### src/hdl/tbps_map.svh
// Constants of the two-phase buck steering core
// Contract
// - The four-bit voltage-select code maps to 1.30 V at all ones, rising 50 mV per decrement up to 2.05 V at all zeros.
// - The timing ramp runs from 0 V to 3 V and each arrival at the top raises one cycle event that sets the selected phase.
// - The first cycle event in normal operation drives phase one high.
// - An active phase output goes low at the latest three clocks after the shared current comparator trips, past the two-flop synchroniser.
// - Each successive cycle event hands the drive to the other phase, alternating except that phase one leads again after a halt.
// - Each phase output switches at half the cycle event rate.
// - A phase on-time ends at the latest at the next cycle event, so its duty stays at or below 50 percent.
// - The two phase outputs are never high together.
// - One current comparator serves both phases and acts on whichever phase is active.
// - Feedback below the foldback trigger level selects the lower foldback sense threshold instead of the limit threshold.
// - With the output at zero volts the cycle event rate drops to one fifth.
// - The in-range output is released while feedback is within the window around the target and pulled low otherwise.
// - A crowbar trip forces both phases low until the output falls below the reset level, then operation resumes.
// - A compensation node below 0.56 V stops the oscillator and holds both phases low.
// - An unconnected voltage-select input reads as one.
`ifndef TBPS_MAP_SVH
`define TBPS_MAP_SVH

// ----------------------------------------------------------------
// Timing
// ----------------------------------------------------------------
`define TBPS_CLK_PERIOD_NS  50
`define TBPS_OSC_PERIOD_NS  2500
`define TBPS_OSC_CYCLES     (`TBPS_OSC_PERIOD_NS / `TBPS_CLK_PERIOD_NS)
`define TBPS_FOLD_RATE_DIV  3'h5

// ----------------------------------------------------------------
// Voltage levels in millivolts
// ----------------------------------------------------------------
`define TBPS_RAMP_LOW_MV    12'h000
`define TBPS_RAMP_HIGH_MV   12'hbb8
`define TBPS_TARGET_BASE_MV 12'h514
`define TBPS_TARGET_STEP_MV 12'h032
`define TBPS_FOLD_TRIG_MV   12'h258
`define TBPS_ZERO_MV        12'h032

// ----------------------------------------------------------------
// Window percentages of target
// ----------------------------------------------------------------
`define TBPS_PG_LOW_PCT     8'h58
`define TBPS_PG_HIGH_PCT    8'h7c
`define TBPS_CROW_TRIP_PCT  8'h82
`define TBPS_CROW_RST_PCT   8'h64

// ----------------------------------------------------------------
// Reset values
// ----------------------------------------------------------------
`define TBPS_SYNC_RST       6'h0f

`endif

### src/hdl/tbps_pkg.sv
// Types shared by the steering core modules
package tbps_pkg;
  // Millivolt quantity
  typedef logic [11:0] tbps_mv_t;

  // Phase steering states, one-hot
  typedef enum logic [4:0] {
    ST_WAIT1 = 5'h01,
    ST_ON1   = 5'h02,
    ST_WAIT2 = 5'h04,
    ST_ON2   = 5'h08,
    ST_HALT  = 5'h10
  } tbps_state_t;
endpackage

### src/hdl/tbps_ctl_if.sv
// Signals between the core, its oscillator and its output monitor
interface tbps_ctl_if;
  logic             run;
  logic             slow;
  logic             cycle_evt;
  tbps_pkg::tbps_mv_t ramp_mv;
  tbps_pkg::tbps_mv_t target_mv;
  tbps_pkg::tbps_mv_t fb_mv;
  logic             in_range;
  logic             crowbar;

  modport osc  (input run, slow, output cycle_evt, ramp_mv);
  modport mon  (input target_mv, fb_mv, output in_range, crowbar);
  modport core (output run, slow, target_mv, fb_mv,
                input cycle_evt, ramp_mv, in_range, crowbar);
endinterface // tbps_ctl_if

### src/hdl/tbps_osc.sv
// Digital timing ramp and cycle event generator
`include "tbps_map.svh"
module tbps_osc #(
  parameter int unsigned OSC_CYCLES = `TBPS_OSC_CYCLES
) (
  // Clock and reset
  input  wire logic clk,
  input  wire logic rst,
  // Control link
  tbps_ctl_if.osc   ctl
);
  localparam logic [11:0] STEP_MV =
    12'((`TBPS_RAMP_HIGH_MV - `TBPS_RAMP_LOW_MV) / OSC_CYCLES);

  logic [2:0]  div_r;
  logic [11:0] ramp_r;
  logic        evt_r;

  // Step enable: every clock, or every fifth in short circuit
  wire         div_last = (div_r == `TBPS_FOLD_RATE_DIV - 3'h1);
  wire         step_en  = ctl.run && (!ctl.slow || div_last);
  wire  [11:0] ramp_add = ramp_r + STEP_MV;
  wire         at_top   = (ramp_add >= `TBPS_RAMP_HIGH_MV);

  // Rate divider
  always_ff @(posedge clk) begin
    if (rst || !ctl.run || !ctl.slow || div_last)
      div_r <= 3'h0;
    else
      div_r <= div_r + 3'h1;
  end

  // Ramp 0 V to 3 V, event at the top, stopped when not running
  always_ff @(posedge clk) begin
    if (rst || !ctl.run) begin
      ramp_r <= `TBPS_RAMP_LOW_MV;
      evt_r  <= 1'b0;
    end else begin
      evt_r  <= step_en && at_top;
      if (step_en)
        ramp_r <= at_top ? `TBPS_RAMP_LOW_MV : ramp_add;
    end
  end

  assign ctl.cycle_evt = evt_r;
  assign ctl.ramp_mv   = ramp_r;
endmodule // tbps_osc

### src/hdl/tbps_mon.sv
// Output window monitor and crowbar latch
`include "tbps_map.svh"
module tbps_mon #(
  parameter logic [7:0] PG_LOW_PCT   = `TBPS_PG_LOW_PCT,
  parameter logic [7:0] PG_HIGH_PCT  = `TBPS_PG_HIGH_PCT,
  parameter logic [7:0] CROW_TRIP_PCT = `TBPS_CROW_TRIP_PCT,
  parameter logic [7:0] CROW_RST_PCT  = `TBPS_CROW_RST_PCT
) (
  // Clock and reset
  input  wire logic clk,
  input  wire logic rst,
  // Control link
  tbps_ctl_if.mon   ctl
);
  logic in_range_r;
  logic crow_r;

  // Thresholds scaled from the target, in millivolts times 100
  wire [19:0] fb_x100   = 20'(ctl.fb_mv) * 20'h64;
  wire [19:0] lo_lim    = 20'(ctl.target_mv) * 20'(PG_LOW_PCT);
  wire [19:0] hi_lim    = 20'(ctl.target_mv) * 20'(PG_HIGH_PCT);
  wire [19:0] crow_trip = 20'(ctl.target_mv) * 20'(CROW_TRIP_PCT);
  wire [19:0] crow_rel  = 20'(ctl.target_mv) * 20'(CROW_RST_PCT);
  wire        in_win    = (fb_x100 >= lo_lim) && (fb_x100 <= hi_lim);

  // Window flag and crowbar latch with release hysteresis
  always_ff @(posedge clk) begin
    if (rst) begin
      in_range_r <= 1'b0;
      crow_r     <= 1'b0;
    end else begin
      in_range_r <= in_win;
      if (fb_x100 >= crow_trip)
        crow_r <= 1'b1;
      else if (fb_x100 < crow_rel)
        crow_r <= 1'b0;
    end
  end

  assign ctl.in_range = in_range_r;
  assign ctl.crowbar  = crow_r;
endmodule // tbps_mon

### src/hdl/tbps_core.sv
// Two-phase buck steering core: target decode, phase steering, foldback
`include "tbps_map.svh"
module tbps_core #(
  parameter int unsigned OSC_CYCLES    = `TBPS_OSC_CYCLES,
  parameter logic [11:0] FOLD_TRIG_MV  = `TBPS_FOLD_TRIG_MV,
  parameter logic [11:0] ZERO_MV       = `TBPS_ZERO_MV
) (
  // Clock and reset
  input  wire logic        REF_CLK,
  input  wire logic        SYS_RST,
  // Pin inputs from outside the clock domain
  input  wire logic [3:0]  VOLTAGE_SELECT_CODE,
  input  wire logic        CURRENT_TRIP,
  input  wire logic        COMP_DISABLE,
  // Feedback sample word, same clock
  input  wire logic [11:0] FEEDBACK_SENSE_MV,
  // Phase drive outputs
  output logic             PHASE_ONE_DRIVE,
  output logic             PHASE_TWO_DRIVE,
  // Open-drain in-range output
  output logic             OUTPUT_IN_RANGE_O,
  output logic             OUTPUT_IN_RANGE_OE,
  // Status outputs
  output logic             FOLDBACK_SENSE_SELECT,
  output logic             CROWBAR_ACTIVE,
  output logic [11:0]      TARGET_MV,
  output logic [11:0]      TIMING_RAMP_MV
);
  // ----------------------------------------------------------------
  // Input synchronisers
  // ----------------------------------------------------------------
  localparam int NSYNC = 6;
  // Reset pattern of the synchronisers as a named vector, so it can be indexed
  localparam logic [NSYNC-1:0] SYNC_RST = `TBPS_SYNC_RST;

  logic [NSYNC-1:0] meta_r;
  logic [NSYNC-1:0] sync_r;
  wire  [NSYNC-1:0] raw_in = {COMP_DISABLE, CURRENT_TRIP, VOLTAGE_SELECT_CODE};

  // Two flops per pin; select inputs reset to ones as if left open
  genvar gi;
  generate
    for (gi = 0; gi < NSYNC; gi++) begin : g_sync
      always_ff @(posedge REF_CLK) begin
        if (SYS_RST) begin
          meta_r[gi] <= SYNC_RST[gi];
          sync_r[gi] <= SYNC_RST[gi];
        end else begin
          meta_r[gi] <= raw_in[gi];
          sync_r[gi] <= meta_r[gi];
        end
      end
    end
  endgenerate

  wire [3:0] vsel_s  = sync_r[3:0];
  wire       trip_s  = sync_r[4];
  wire       dis_s   = sync_r[5];

  // ----------------------------------------------------------------
  // Target decode and feedback register
  // ----------------------------------------------------------------
  logic [11:0] target_r;
  logic [11:0] fb_r;
  logic        fold_r;

  wire [3:0]  steps_up   = ~vsel_s; // Inverted at four bits before widening
  wire [11:0] target_nxt = `TBPS_TARGET_BASE_MV
                         + 12'(steps_up) * `TBPS_TARGET_STEP_MV;
  wire        fb_low     = (fb_r < FOLD_TRIG_MV);
  wire        fb_zero    = (fb_r <= ZERO_MV);

  // Decoded target, sampled feedback and threshold select
  always_ff @(posedge REF_CLK) begin
    if (SYS_RST) begin
      target_r <= `TBPS_TARGET_BASE_MV;
      fb_r     <= 12'h000;
      fold_r   <= 1'b0;
    end else begin
      target_r <= target_nxt;
      fb_r     <= FEEDBACK_SENSE_MV;
      fold_r   <= fb_low;
    end
  end

  // ----------------------------------------------------------------
  // Oscillator and monitor
  // ----------------------------------------------------------------
  tbps_ctl_if ctl ();

  assign ctl.run       = !dis_s;
  assign ctl.slow      = fb_zero;
  assign ctl.target_mv = target_r;
  assign ctl.fb_mv     = fb_r;

  tbps_osc #(
    .OSC_CYCLES (OSC_CYCLES)
  ) u_osc (
    .clk (REF_CLK),
    .rst (SYS_RST),
    .ctl (ctl.osc)
  );

  tbps_mon u_mon (
    .clk (REF_CLK),
    .rst (SYS_RST),
    .ctl (ctl.mon)
  );

  // ----------------------------------------------------------------
  // Phase steering
  // ----------------------------------------------------------------
  tbps_pkg::tbps_state_t state_r;
  tbps_pkg::tbps_state_t state_nxt;

  wire evt   = ctl.cycle_evt;
  wire halt  = ctl.crowbar || dis_s;

  // Next state: event sets the pointed phase, trip ends it
  always_comb begin
    state_nxt = state_r;
    if (halt) begin
      state_nxt = tbps_pkg::ST_HALT;
    end else begin
      case (state_r)
        tbps_pkg::ST_WAIT1: begin
          if (evt)
            state_nxt = tbps_pkg::ST_ON1;
        end
        tbps_pkg::ST_ON1: begin
          if (evt)
            state_nxt = tbps_pkg::ST_ON2;
          else if (trip_s)
            state_nxt = tbps_pkg::ST_WAIT2;
        end
        tbps_pkg::ST_WAIT2: begin
          if (evt)
            state_nxt = tbps_pkg::ST_ON2;
        end
        tbps_pkg::ST_ON2: begin
          if (evt)
            state_nxt = tbps_pkg::ST_ON1;
          else if (trip_s)
            state_nxt = tbps_pkg::ST_WAIT1;
        end
        tbps_pkg::ST_HALT: begin
          state_nxt = tbps_pkg::ST_WAIT1;
        end
        default: begin
          state_nxt = tbps_pkg::ST_WAIT1;
        end
      endcase
    end
  end

  // State register, phase one next after reset
  always_ff @(posedge REF_CLK) begin
    if (SYS_RST)
      state_r <= tbps_pkg::ST_WAIT1;
    else
      state_r <= state_nxt;
  end

  // ----------------------------------------------------------------
  // Outputs
  // ----------------------------------------------------------------
  // One state bit per phase, so both can never be high at once
  assign PHASE_ONE_DRIVE       = (state_r == tbps_pkg::ST_ON1);
  assign PHASE_TWO_DRIVE       = (state_r == tbps_pkg::ST_ON2);
  assign OUTPUT_IN_RANGE_O     = 1'b0;
  assign OUTPUT_IN_RANGE_OE    = !ctl.in_range;
  assign FOLDBACK_SENSE_SELECT = fold_r;
  assign CROWBAR_ACTIVE        = ctl.crowbar;
  assign TARGET_MV             = target_r;
  assign TIMING_RAMP_MV        = ctl.ramp_mv;
endmodule // tbps_core

### config.mk
export PLATFORM = sky130hd
export DESIGN_NAME = tbps_core
export DESIGN_NICKNAME = d
export VERILOG_FILES = /design/src/hdl/tbps_pkg.sv /design/src/hdl/tbps_ctl_if.sv /design/src/hdl/tbps_osc.sv /design/src/hdl/tbps_mon.sv /design/src/hdl/tbps_core.sv
export VERILOG_INCLUDE_DIRS = /design/src /design/src/hdl
export SDC_FILE = /design/constraint.sdc
export NUM_CORES = 1
export LEC_CHECK = 0
export BUFFER_PORTS_ARGS = -buffer_cell sky130_fd_sc_hd__buf_4
export CORE_UTILIZATION = 50
export CTS_CLUSTER_DIAMETER = 100
export DETAILED_ROUTE_END_ITERATION = 10
export GPL_ROUTABILITY_DRIVEN = 1
export PLACE_DENSITY = 0.78
export SYNTH_ARGS = -nofsm -noshare
export SYNTH_HDL_FRONTEND = slang
export SYNTH_HIERARCHICAL = 1
export SYNTH_SLANG_ARGS = --single-unit
### constraint.sdc
create_clock -name REF_CLK -period 7.75 [get_ports REF_CLK]
set_input_delay 1.55 -clock REF_CLK [delete_from_list [all_inputs] [get_ports REF_CLK]]
set_output_delay 1.55 -clock REF_CLK [all_outputs]
set_load 0.01 [all_outputs]
Yosys cells after proc, flatten, opt, wreduce, memory -nomap -nowiden
Index checks and enable logic that the tools add are counted.

Logic and storage cells: 78. Bits of input ports: 20. Output and inout port bits: 30. Flip-flop bits (word level): 60.

Eq/ne operators: 13. Add/sub/neg operators: 3. $lt $le $gt $ge: 7. Bitwise gates (word level): 1. $mul: 6. Mux-type cells: 11. Reduce and logical (&&, ||, !) cells: 15.

Operator list (count): multiplier 12 x 5 -> 17 bit, second input constant (3); 2-to-1 mux 5 bit (7); greater-or-equal comparator 19 x 20 -> 1 bit (1); case mux 5 bit (4 select lines) (1); greater-or-equal comparator 19 bit (1); less-or-equal comparator 19 bit (1); < comparator 19 bit (1); multiplier 12 x 7 -> 19 bit, second input constant (1); multiplier 12 x 4 -> 16 bit, second input constant (1); adder 11 x 10 -> 12 bit, first input constant (1); adder 12 x 6 -> 12 bit, second input constant (1); greater-or-equal comparator 12 bit, second input constant (1); less-or-equal comparator 12 x 6 -> 1 bit, second input constant (1); < comparator 12 x 10 -> 1 bit, second input constant (1); 2-to-1 mux 12 bit (1); multiplier 4 x 5 -> 9 bit, second input constant (1); != test 4 x 1 -> 1 bit, second input constant (2); AND reduction 4 bit (2); != test 3 x 1 -> 1 bit, second input constant (2); != test 3 x 2 -> 1 bit, second input constant (2); equality test 5 x 1 -> 1 bit, second input constant (1); equality test 5 x 2 -> 1 bit, second input constant (1); equality test 5 x 3 -> 1 bit, second input constant (1); equality test 5 x 4 -> 1 bit, second input constant (1); other kinds (10) (20).

Depth between registers and ports, before layout
Gate-level depths: netlist of the first run.

Depth after elaboration: 5. Gate-level depth with buffers: 21. Mapped depth without buffers: 21.

By module
Netlist of the first run, hierarchy kept.

Modules (own cells, without submodules): tbps_mon (cells an instance 775, area an instance 6547.5 µm², sequential area each 40.0 µm², instances 1); tbps_core (cells an instance 172, area an instance 1682.9 µm², sequential area each 820.8 µm², instances 1); tbps_osc (cells an instance 96, area an instance 832.0 µm², sequential area each 280.3 µm², instances 1).

Worst setup path before layout of the first run
Ideal clock, no wire load.

Path kind: register -> register. Start point: register target_r[4] (netlist: TARGET_MV[4]). End point: register u_mon.in_range_r (netlist: u_mon/ctl.in_range). Path buffers: 0. Setup slack: 2.175 ns. Clock period less this slack: 5.575 ns. Stages on the path, launching flop included: 21. Setup time: 0.095 ns. Arrival: 5.479 ns. Required time: 7.655 ns. Path through: dfxtp_1 -> inv_1 -> fa_1 -> inv_1 -> fa_1 -> inv_1 -> fa_1 -> inv_1 -> ha_1 -> or3_1 -> o21ai_0 -> a21oi_1 -> a221o_1 -> or4b_1 -> and3_1 -> ha_1 -> a21o_1 -> a21o_1 -> a2111oi_0 -> a21oi_1 -> a221oi_1.

Longest elaborated chain between the ends: 3. Elaborated cells between the ends (all ways): 5. Classes of those cells: 2 x mul; 2 x order compare; 1 x reduce/logical.

RTL lines: start: declaration (RTL line tbps_core.sv:63) `logic [11:0] target_r;`; start signal: assignment (RTL line tbps_core.sv:76) `` target_r <= `TBPS_TARGET_BASE_MV; ``; start signal: assignment (RTL line tbps_core.sv:80) `target_r <= target_nxt;`; multiplier 12 x 4 -> 16 bit or multiplier 12 x 5 -> 17 bit (tied branches) (RTL line tbps_mon.sv:20, tbps_mon.sv:21); greater-or-equal comparator 19 bit or less-or-equal comparator 19 bit (tied branches) (RTL line tbps_mon.sv:24) `wire in_win = (fb_x100 >= lo_lim) && (fb_x100 <= hi_lim);`; logical AND 1 bit (*) (RTL line tbps_mon.sv:24); end signal: assignment (RTL line tbps_mon.sv:32) `in_range_r <= in_win;`; end: declaration (RTL line tbps_mon.sv:15) `logic in_range_r;`.

Every way passes the cells marked *; elsewhere a longest branch is shown, timed or not. A chain may end at the register's enable or synchronous reset.

Final worst setup path of the first run
Ends and elaborated chain as after synthesis.

==> results of run 1 <==
==> through the flow <==
stage	hold WS, ns	util (%)	setup slack [ns]
floorplan	0.389	-	2.18
global placement	0.391	55.3	1.92
detailed placement	0.393	55.3	1.80
CTS	0.406	57.0	1.78
global route	0.419	57.0	1.25
finish	0.405	57.0	1.75
==> cell type report <==
type	instances	share of cell area, %
clock buffers	9	2.26
clock inverters	7	0.616
inverters	183	6.90
multi-input cells	802	72.5
flip-flops and latches	57	11.5
well taps	225	2.83
repair buffers	46	3.47
==> cells in the final DEF (no fill, tap or decap), drive strengths merged, types with 9 or more instances in the layout <==
cell type	instances
or2	14
inv	187
nand4	10
a2111oi	9
o21ai	40
buf	46
o21a	21
dfxtp	57
xnor2	42
nor2b	32
nand2	31
clkbuf	9
a21o	25
conb	12
nor3	19
nor2	62
nand2b	16
ha	219
a21oi	56
fa	54
a211oi	10
xor2	27
==> cell families (layout without fill, tap and decap cells) <==
family	count (synthesis)	after routing	synth area share, %
AOI/OAI and AO/OA	214	214	16.0
and+or+nand+nor	231	231	13.7
DFF	57	57	12.6
adders and majority gates	273	273	42.2
muxes	3	3	0.400
buffers and inverters	194	245	8.21
xor gates and xnor gates	69	69	6.83
other	2	12	0.0829
==> registers in the layout, indices dropped and copies added, names as in the netlist <==
register	count
meta_r	6
u_mon/ctl.in_range	1
FOLDBACK_SENSE_SELECT	1
ctl.fb_mv	12
u_osc/ctl.cycle_evt	1
trip_s	1
dis_s	1
u_osc/ctl.ramp_mv	10
TARGET_MV	11
sync_r	4
u_osc/div_r	3
state_r	5
u_mon/ctl.crowbar	1
==> routing by layer <==
metal	GRT usage (%)	part of all wire, %
met1	30.8	47
met2	39.6	46
met3	2.89	3.9
met4	7.84	2.5
met5	0	0
==> worst max-delay path by stage <==
stage	start	to	slack [ns]
after global placement	TARGET_MV[6]	u_mon/ctl.in_range	1.92
after detailed placement	TARGET_MV[4]	u_mon/ctl.in_range	1.80
after CTS	TARGET_MV[4]	u_mon/ctl.in_range	1.78
after global routing	TARGET_MV[4]	u_mon/ctl.in_range	1.25
final	TARGET_MV[4]	u_mon/ctl.in_range	1.75
after floorplan	TARGET_MV[4]	u_mon/ctl.in_range	2.18
==> power groups by stage <==
stage,logic [mW],registers [mW],clock network [mW]
2_1_floorplan,0.963,0.348,0
3_3_place_gp,1.24,0.355,0
3_5_place_dp,1.27,0.356,0
4_1_cts,1.28,0.349,0.400
5_1_grt,1.45,0.354,0.412
6_report,1.30,0.349,0.392
==> key figures, run 1 <==
Clock network
  • Hold buffers post-CTS: 0
  • CTS resizes: 0
  • CTS tree: yes
  • Post-CTS Setup Repair Bufs: 0
  • H-Tree Level Count: 3
  • Worst skew pair latency: 0.34 ns
  • Root Driver: clkbuf_16
  • Sink Count: 57
  • Clk slew on worst S/H paths: 0.07 ns
  • Clk buf depth: 2
  • Num CTS Buffers: 9

Yosys
  • FFs w/ async S/R, synth: 0%
  • Post-synth EDFFs: 0
  • Synth Instances: 1,043
  • Top cells by area, synth: ha_1, dfxtp_1, fa_1
  • Yosys top cell area share: 30.2%
  • Count leader, synth: ha_1
  • Top_reg_cell synth: dfxtp_1
  • Post-synth top cells: ha_1, inv_1, nor2_1, dfxtp_1, a21oi_1
  • Synth warn: 6
  • Sequential share of the synthesized area: 12.6%
  • Synth area leader: ha_1
  • Yosys reg bits: 57
  • Cell area after synthesis: 9060 um2
  • Syn_area_per_cell: 8.69 um2
  • Count of cell types in the netlist: 75

GRT
  • Initial antenna violation count: 0
  • First-pass GRT wire length: 34,100 um
  • Global-route usage over all layers: 23.4%
  • Vias in the first global route: 7,203
  • Largest net degree at the start of global routing: 40
  • Global route overflow: 0

Final layout
  • Footprint of the multi-input gates: 7210 um2
  • Final nets: 1,392
  • # fillers: 1,551
  • Share of layout cells above drive strength 1: 7.70%
  • Final instance area: 9960 um2
  • Area Growth Syn to Fin: 9.86%
  • Post-route insts no fill: 1,329
  • # diodes: 0
  • Register area: 1140 um2

Pwr
  • Switching Fraction: 45.8%
  • Comb pwr share: 63.7%
  • Flop pwr share: 17.1%
  • Tot Pwr: 2.04 mW
  • Cell Pwr Density: 205 nW/um2
  • LEAKAGE: 5.10 nW
  • Worst vdd ir: 0.000174 V
  • P_sw: 935 uW
  • Power share of the clock group: 19.2%
  • Pint: 1.11 mW

Hold path
  • Worst Hold Launch: meta_r[3]
  • Hold Crit Depth: 1
  • Hold Path End: sync_r[3]
  • Worst hold-check path type: flop to flop

STA
  • Final setup viols: 0
  • Final clock skew: 0.0111 ns
  • Fmax: 167 MHz
  • Tmin final: 6.00 ns
  • Final period utilization: 77.4%
  • Setup TNS Final: 0 ns
  • Final Hold Fails: 0
  • Slew headroom: 38.5%
  • Worst slew pin tran: 0.916 ns
  • RSZ-0062 raised after global routing: false
  • Slew Limit Fails: 0

Place
  • Placement-stage cell area: 9670 um2
  • PortBufs: 45
  • Cells after DPL: 1,313
  • DP HPWL: 17,100 um
  • Placer Congestion: 0.993

Detailed routing
  • Post-Route WL: 20,700 um
  • DR WL/cell: 15.5 um
  • Post-DRT Antenna Nets: 0
  • DRC errors left: 0
  • Iter 0 DRT Violations: 399
  • DRT Pass-1 Iters: 5
  • Vias: 7,355
  • Vias per inst: 5.53

Critical path
  • Nature of the critical path endpoint: flop
  • R2r setup slk: 1.75 ns
  • Crit Path Max Fanout: 10
  • Top delay family on crit path: adder cells
  • Slowest cell delay on critical path: 0.63 ns
  • Worst EP arrival: 6.25 ns
  • Most frequent CP cell: inv_1
  • R2R depth: 20
  • Critical Path, Cell by Cell: inv_1, fa_1, inv_1, fa_1, inv_1, fa_1, inv_1, ha_1, or3_1, o21ai_0, a21oi_1, a221o_1, or4b_1, and3_1, ha_1, a21o_1, a21o_1, a2111oi_0, a21oi_1, a221oi_1
  • R2R Path End: u_mon/ctl.in_range
  • Critical Path RT: 8.00 ns
  • Slowest stage cell on the critical path: dfxtp_1
  • Cell count along the critical path: 20
  • Crit Path Category: flop to flop
  • Reg-to-Reg Start: TARGET_MV[4]
  • Worst path bufs/invs: 4
  • Critical path launch point type: flop

Die
  • Row count: 48
  • Die X: 137 um
  • Die area: 18,700 um2
  • Die Ht: 137 um
  • I/O pin count: 50
  • Core area: 17,500 um2
  • Initial core utilization: 51.9%

Job
  • Max Cap Viol: 0

Run status
  • Status: complete, no violations
(Power assumes the default switching activity.)
==> run 2: changes to the inputs <==
Settings changed: ABC_AREA set to 1, PLACE_DENSITY 0.78 to 0.81.
Clock period 7.75 ns to 4.9 ns, I/O delays scaled along.
==> key figures, run 2 <==
Critical path
  • Crit Path Max Fanout: 6
  • Critical path launch point type: flop
  • Worst EP arrival: 4.68 ns
  • Crit Path Category: flop to flop
  • Slowest stage cell on the critical path: fa_1
  • Critical Path RT: 5.11 ns
  • Nature of the critical path endpoint: flop
  • Slowest cell delay on critical path: 0.58 ns
  • Critical Path, Cell by Cell: inv_1, fa_1, inv_1, fa_1, inv_1, fa_1, inv_1, ha_1, inv_1, o21ai_0, a31oi_1, nand3_1, a21oi_1, xor2_1, ha_1, nand4_1, nor2_1, nand4_1, nand3_1, nand2_1, nand2_1, nor2_1
  • Most frequent CP cell: inv_1

Die
  • Core area: 18,200 um2
  • Die area: 19,300 um2
  • Die X: 139 um
  • Initial core utilization: 51.6%
  • Row count: 49
  • I/O pin count: 50
  • Die Ht: 139 um

Final layout
  • Commonest cells after routing, fill and taps aside: inv_1, ha_1, nand2_1
  • Share of layout cells above drive strength 1: 9.30%
  • Max reg flops: 12
  • # fillers: 1,654
  • Area Growth Syn to Fin: 10.7%
  • Final nets: 1,633
  • Post-layout util: 57.1%
  • # diodes: 0
  • Most common cell after layout, fill and taps aside: inv_1
  • Post-route insts no fill: 1,573

STA
  • Slew headroom: 44.2%
  • Final period utilization: 91.2%
  • Fmax: 224 MHz
  • Final setup viols: 0
  • Slew Limit Fails: 0
  • RSZ-0062 raised after global routing: false
  • Final Hold Fails: 0
  • Final clock skew: 0.00678 ns
  • Worst slew pin tran: 0.832 ns
  • Tmin final: 4.47 ns
  • Setup TNS Final: 0 ns

GRT
  • Initial antenna violation count: 0
  • Vias in the first global route: 7,958
  • Global route overflow: 0
  • First-pass GRT wire length: 37,500 um
  • Global-route usage over all layers: 24.4%
  • Largest net degree at the start of global routing: 38

Yosys
  • Count leader, synth: inv_1
  • FFs w/ async S/R, synth: 0%
  • Cell area after synthesis: 9400 um2
  • Synth Instances: 1,267
  • Post-synth EDFFs: 0
  • Yosys top cell area share: 29.2%
  • Top_reg_cell synth: dfxtp_1
  • Sequential share of the synthesized area: 12.1%
  • Count of cell types in the netlist: 48
  • Synth warn: 6
  • Post-synth top cells: inv_1, ha_1, nand2_1, nor2_1, a21oi_1
  • Yosys reg bits: 57
  • Syn_area_per_cell: 7.42 um2
  • Top cells by area, synth: ha_1, dfxtp_1, inv_1
  • Synth area leader: ha_1

Detailed routing
  • Iter 0 DRT Violations: 412
  • Max Used Layer: met4
  • WL met1: 10,200 um
  • WL met2: 10,400 um
  • DR WL/cell: 14.5 um
  • Post-DRT Antenna Nets: 0
  • DRC errors left: 0
  • Vias: 8,202
  • Vias per inst: 5.21
  • DRT Pass-1 Iters: 5
  • Post-Route WL: 22,800 um
  • WL met3: 1270 um

Run status
  • Status: complete, no violations

Clock network
  • CTS resizes: 0
  • Sink Count: 57
  • Num CTS Buffers: 9
  • Post-CTS Setup Repair Bufs: 0
  • Root Driver: clkbuf_16
  • H-Tree Level Count: 3
  • Clk slew on worst S/H paths: 0.06 ns
  • Clk buf depth: 2
  • CTS tree: yes
  • Hold buffers post-CTS: 0
  • Worst skew pair latency: 0.33 ns

Place
  • Placer Congestion: 0.947
  • DP HPWL: 18,800 um
  • PortBufs: 45
  • Cells after DPL: 1,558

Hold path
  • Worst hold-check path type: flop to flop

Pwr
  • Worst vdd ir: 0.000345 V
  • LEAKAGE: 5.92 nW
  • Cell Pwr Density: 317 nW/um2

Job
  • Max Cap Viol: 0
[run 2: cells by family after synthesis]
logic type	after synthesis	synth area share [%]
xor+xnor	59	5.58
fa+ha+maj	273	40.7
simple gates	389	18.2
buf+inv	309	12.7
compound gates	178	10.6
flops	57	12.1
other cells	2	0.0799
[run 2: metal layers]
layer,vias up,GRT usage (%)
met3,63,2.97
met4,0,11.1
met5,-,0
met1,3740,30.8
li1,4185,-
met2,214,41.5
[run 2: stage by stage]
step | instance area (um2) | hold slack (ns) | power [mW] | worst slack, ns
floorplan | 9430 | 0.388 | 2.18 | 0.390
global placement | 10100 | 0.390 | 2.62 | 0.472
detailed placement | 10100 | 0.395 | 2.68 | 0.402
CTS | 10400 | 0.400 | 3.29 | 0.391
global route | 10400 | 0.414 | 3.64 | 0.0248
finish | 10400 | 0.399 | 3.30 | 0.434
[run 2: worst max-delay path, delay by kind of cell (launching register included)]
kind            cells  cell delay (ns)
fa+ha+maj           5             2.21
simple gates        8             0.77
compound gates      3             0.46
buf+inv             5             0.44
flops               1             0.32
xor+xnor            1             0.10
[run 2: path summary, 6_finish.rpt]
| path | from | endpoint | slack (ns) | cells after the start |
|---|---|---|---|---|
| min reg2reg | meta_r[5] | dis_s | 0.40 | 2 |
| max reg2reg | TARGET_MV[6] | u_mon/ctl.in_range | 0.43 | 22 |
| max | TARGET_MV[6] | u_mon/ctl.in_range | 0.43 | 22 |
| min | meta_r[5] | dis_s | 0.40 | 2 |
[run 2: cell type report]
class	instances	area [um2]	share of cell area (%)
Multi-Input combinational cell	911	7100	68.2
Sequential cell	57	1140	11.0
Inverter	298	1120	10.8
Timing Repair Buffer	63	473	4.55
Tap cell	229	287	2.75
Clock buffer	11	253	2.43
Clock inverter	4	28.8	0.277
[run 2: where the power goes]
group	total (mW)	switching, mW	internal (mW)
clock	0.591	0.225	0.366
sequential	0.551	0.0458	0.506
combinational	2.16	1.32	0.837
total	3.30	1.59	1.71
==> run 3: changes to the inputs <==
Settings changed: CELL_PAD_IN_SITES_DETAIL_PLACEMENT set to 2, CELL_PAD_IN_SITES_GLOBAL_PLACEMENT set to 2, CORE_UTILIZATION 50 to 34, PLACE_DENSITY 0.81 to 0.9, SKIP_CTS_REPAIR_TIMING set to 1.
==> key figures, run 3 (synthesis gave the netlist of run 2 again) <==
Run status
  • Status: finished with violations
  • Violated checks: negative setup slack

Critical path
  • Worst EP arrival: 5.58 ns
  • Slowest stage cell on the critical path: fa_1
  • R2R depth: 22
  • Worst setup path start: TARGET_MV[4]
  • Nature of the critical path endpoint: flop
  • Most frequent CP cell: nand2_1
  • R2R Path End: u_mon/ctl.in_range
  • Critical Path RT: 5.13 ns
  • Crit Path Max Fanout: 5
  • Reg-to-Reg Start: TARGET_MV[4]
  • Critical Path, Cell by Cell: clkinvlp_4, fa_1, inv_1, fa_1, inv_2, fa_1, inv_1, ha_4, a21oi_2, o21ai_1, a21oi_1, xor2_1, ha_1, nand2_1, nor2_1, o21ai_0, nand2_1, nand2_1, nand3_1, nand2_1, nand2_1, nor2_1
  • R2r setup slk: -0.45 ns
  • Worst path bufs/invs: 4
  • Crit Path Category: flop to flop
  • Top delay family on crit path: adder cells
  • Slowest cell delay on critical path: 0.74 ns
  • Critical path launch point type: flop

GRT
  • Global route overflow: 0
  • Initial antenna violation count: 0
  • Largest net degree at the start of global routing: 38
  • Global-route usage over all layers: 30.4%
  • Vias in the first global route: 10,900
  • First-pass GRT wire length: 64,400 um

STA
  • Final period utilization: 109%
  • Slew Limit Fails: 0
  • Final Hold Fails: 0
  • Setup TNS Final: -0.520 ns
  • Tmin final: 5.35 ns
  • Final WS setup: -0.454 ns
  • Fmax: 187 MHz
  • Slew headroom: 48.8%
  • Final setup viols: 2
  • Worst slew pin tran: 0.765 ns
  • Final clock skew: 0.00904 ns

Detailed routing
  • DRT Pass-1 Iters: 5
  • WL met3: 2860 um
  • WL met2: 23,600 um
  • Max Used Layer: met4
  • WL met1: 17,300 um
  • Vias: 9,640
  • Post-DRT Antenna Nets: 0
  • Vias per inst: 5.64
  • DRC errors left: 0
  • Post-Route WL: 47,700 um
  • DR WL/cell: 27.9 um
  • Iter 0 DRT Violations: 406

Die
  • Initial core utilization: 34.8%
  • Core area: 27,000 um2
  • Die area: 28,300 um2
  • Die X: 168 um
  • Die Ht: 168 um
  • I/O pin count: 50
  • Row count: 60

Place
  • Placer Congestion: 0.858
  • DP HPWL: 31,400 um
  • PortBufs: 45

Final layout
  • Final nets: 1,657
  • Share of layout cells above drive strength 1: 13.5%
  • Max reg flops: 12
  • Commonest cells after routing, fill and taps aside: inv_1, ha_1, nand2_1
  • Most common cell after layout, fill and taps aside: inv_1
  • Area Growth Syn to Fin: 16.2%
  • # diodes: 0
  • Post-layout util: 40.4%

Pwr
  • LEAKAGE: 6.05 nW
  • Cell Pwr Density: 384 nW/um2
  • Tot Pwr: 4.20 mW
  • Worst vdd ir: 0.000198 V

Job
  • Max Cap Viol: 0

Hold path
  • Hold Path End: sync_r[2]
  • Hold Crit Depth: 1
  • Worst hold-check path type: flop to flop
  • Worst Hold Launch: meta_r[2]

Clock network
  • Num CTS Buffers: 9
  • Sink Count: 57
  • Clk slew on worst S/H paths: 0.06 ns
  • CTS tree: yes
  • Worst skew pair latency: 0.35 ns
  • Clk buf depth: 2
  • H-Tree Level Count: 3
  • Root Driver: clkbuf_16
[run 3: changes by cell type in the layout (fill, tap and decap cells not counted), moves of 4 or more]
cell | previous run | this run
buf_4 | 63 | 86
inv_1 | 292 | 283
a21oi_1 | 88 | 80
a21oi_2 | 3 | 11
dfxtp_1 | 56 | 50
dfxtp_2 | 1 | 6
inv_2 | 5 | 9
[run 3: report_power, final]
part	internal, mW	switching, mW
clock network	0.485	0.268
registers	0.506	0.0588
logic	0.981	1.90
total	1.97	2.23
[run 3: how the worst max path moves through the flow]
| stage | cells after the start | endpoint | slack [ns] |
|---|---|---|---|
| finish | 22 | u_mon/ctl.in_range | -0.45 |
| global route | 22 | u_mon/ctl.in_range | -0.64 |
| CTS | 25 | u_mon/ctl.crowbar | -0.06 |
| detailed placement | 24 | u_mon/ctl.in_range | 0.07 |
| global placement | 22 | u_mon/ctl.in_range | 0.42 |
| floorplan | 25 | u_mon/ctl.in_range | 0.39 |
[run 3: metal layers]
layer / GRT usage [%] / vias up
li1: - / 4214
met1: 32.2 / 4850
met2: 57.0 / 370
met3: 3.95 / 206
met4: 18.6 / 0
met5: 0 / -
[run 3: stage by stage]
stage / cell area [um2] / hold WS [ns] / setup slack, ns / instances
floorplan: 9430 / 0.388 / 0.390 / 1277
global placement: 10300 / 0.390 / 0.421 / 1679
detailed placement: 10300 / 0.404 / 0.0664 / 1679
CTS: 10700 / 0.422 / -0.0632 / 1694
global route: 10900 / 0.427 / -0.642 / 1709
finish: 10900 / 0.419 / -0.454 / 1709
[run 3: layout make-up]
class,instances,area [um2]
clock buffer,13,270
clock inverter,2,60.1
fill,3117,16100
inverter,298,1140
multi-input combinational,911,7210
sequential,57,1150
tap,341,427
timing repair buffer,87,657
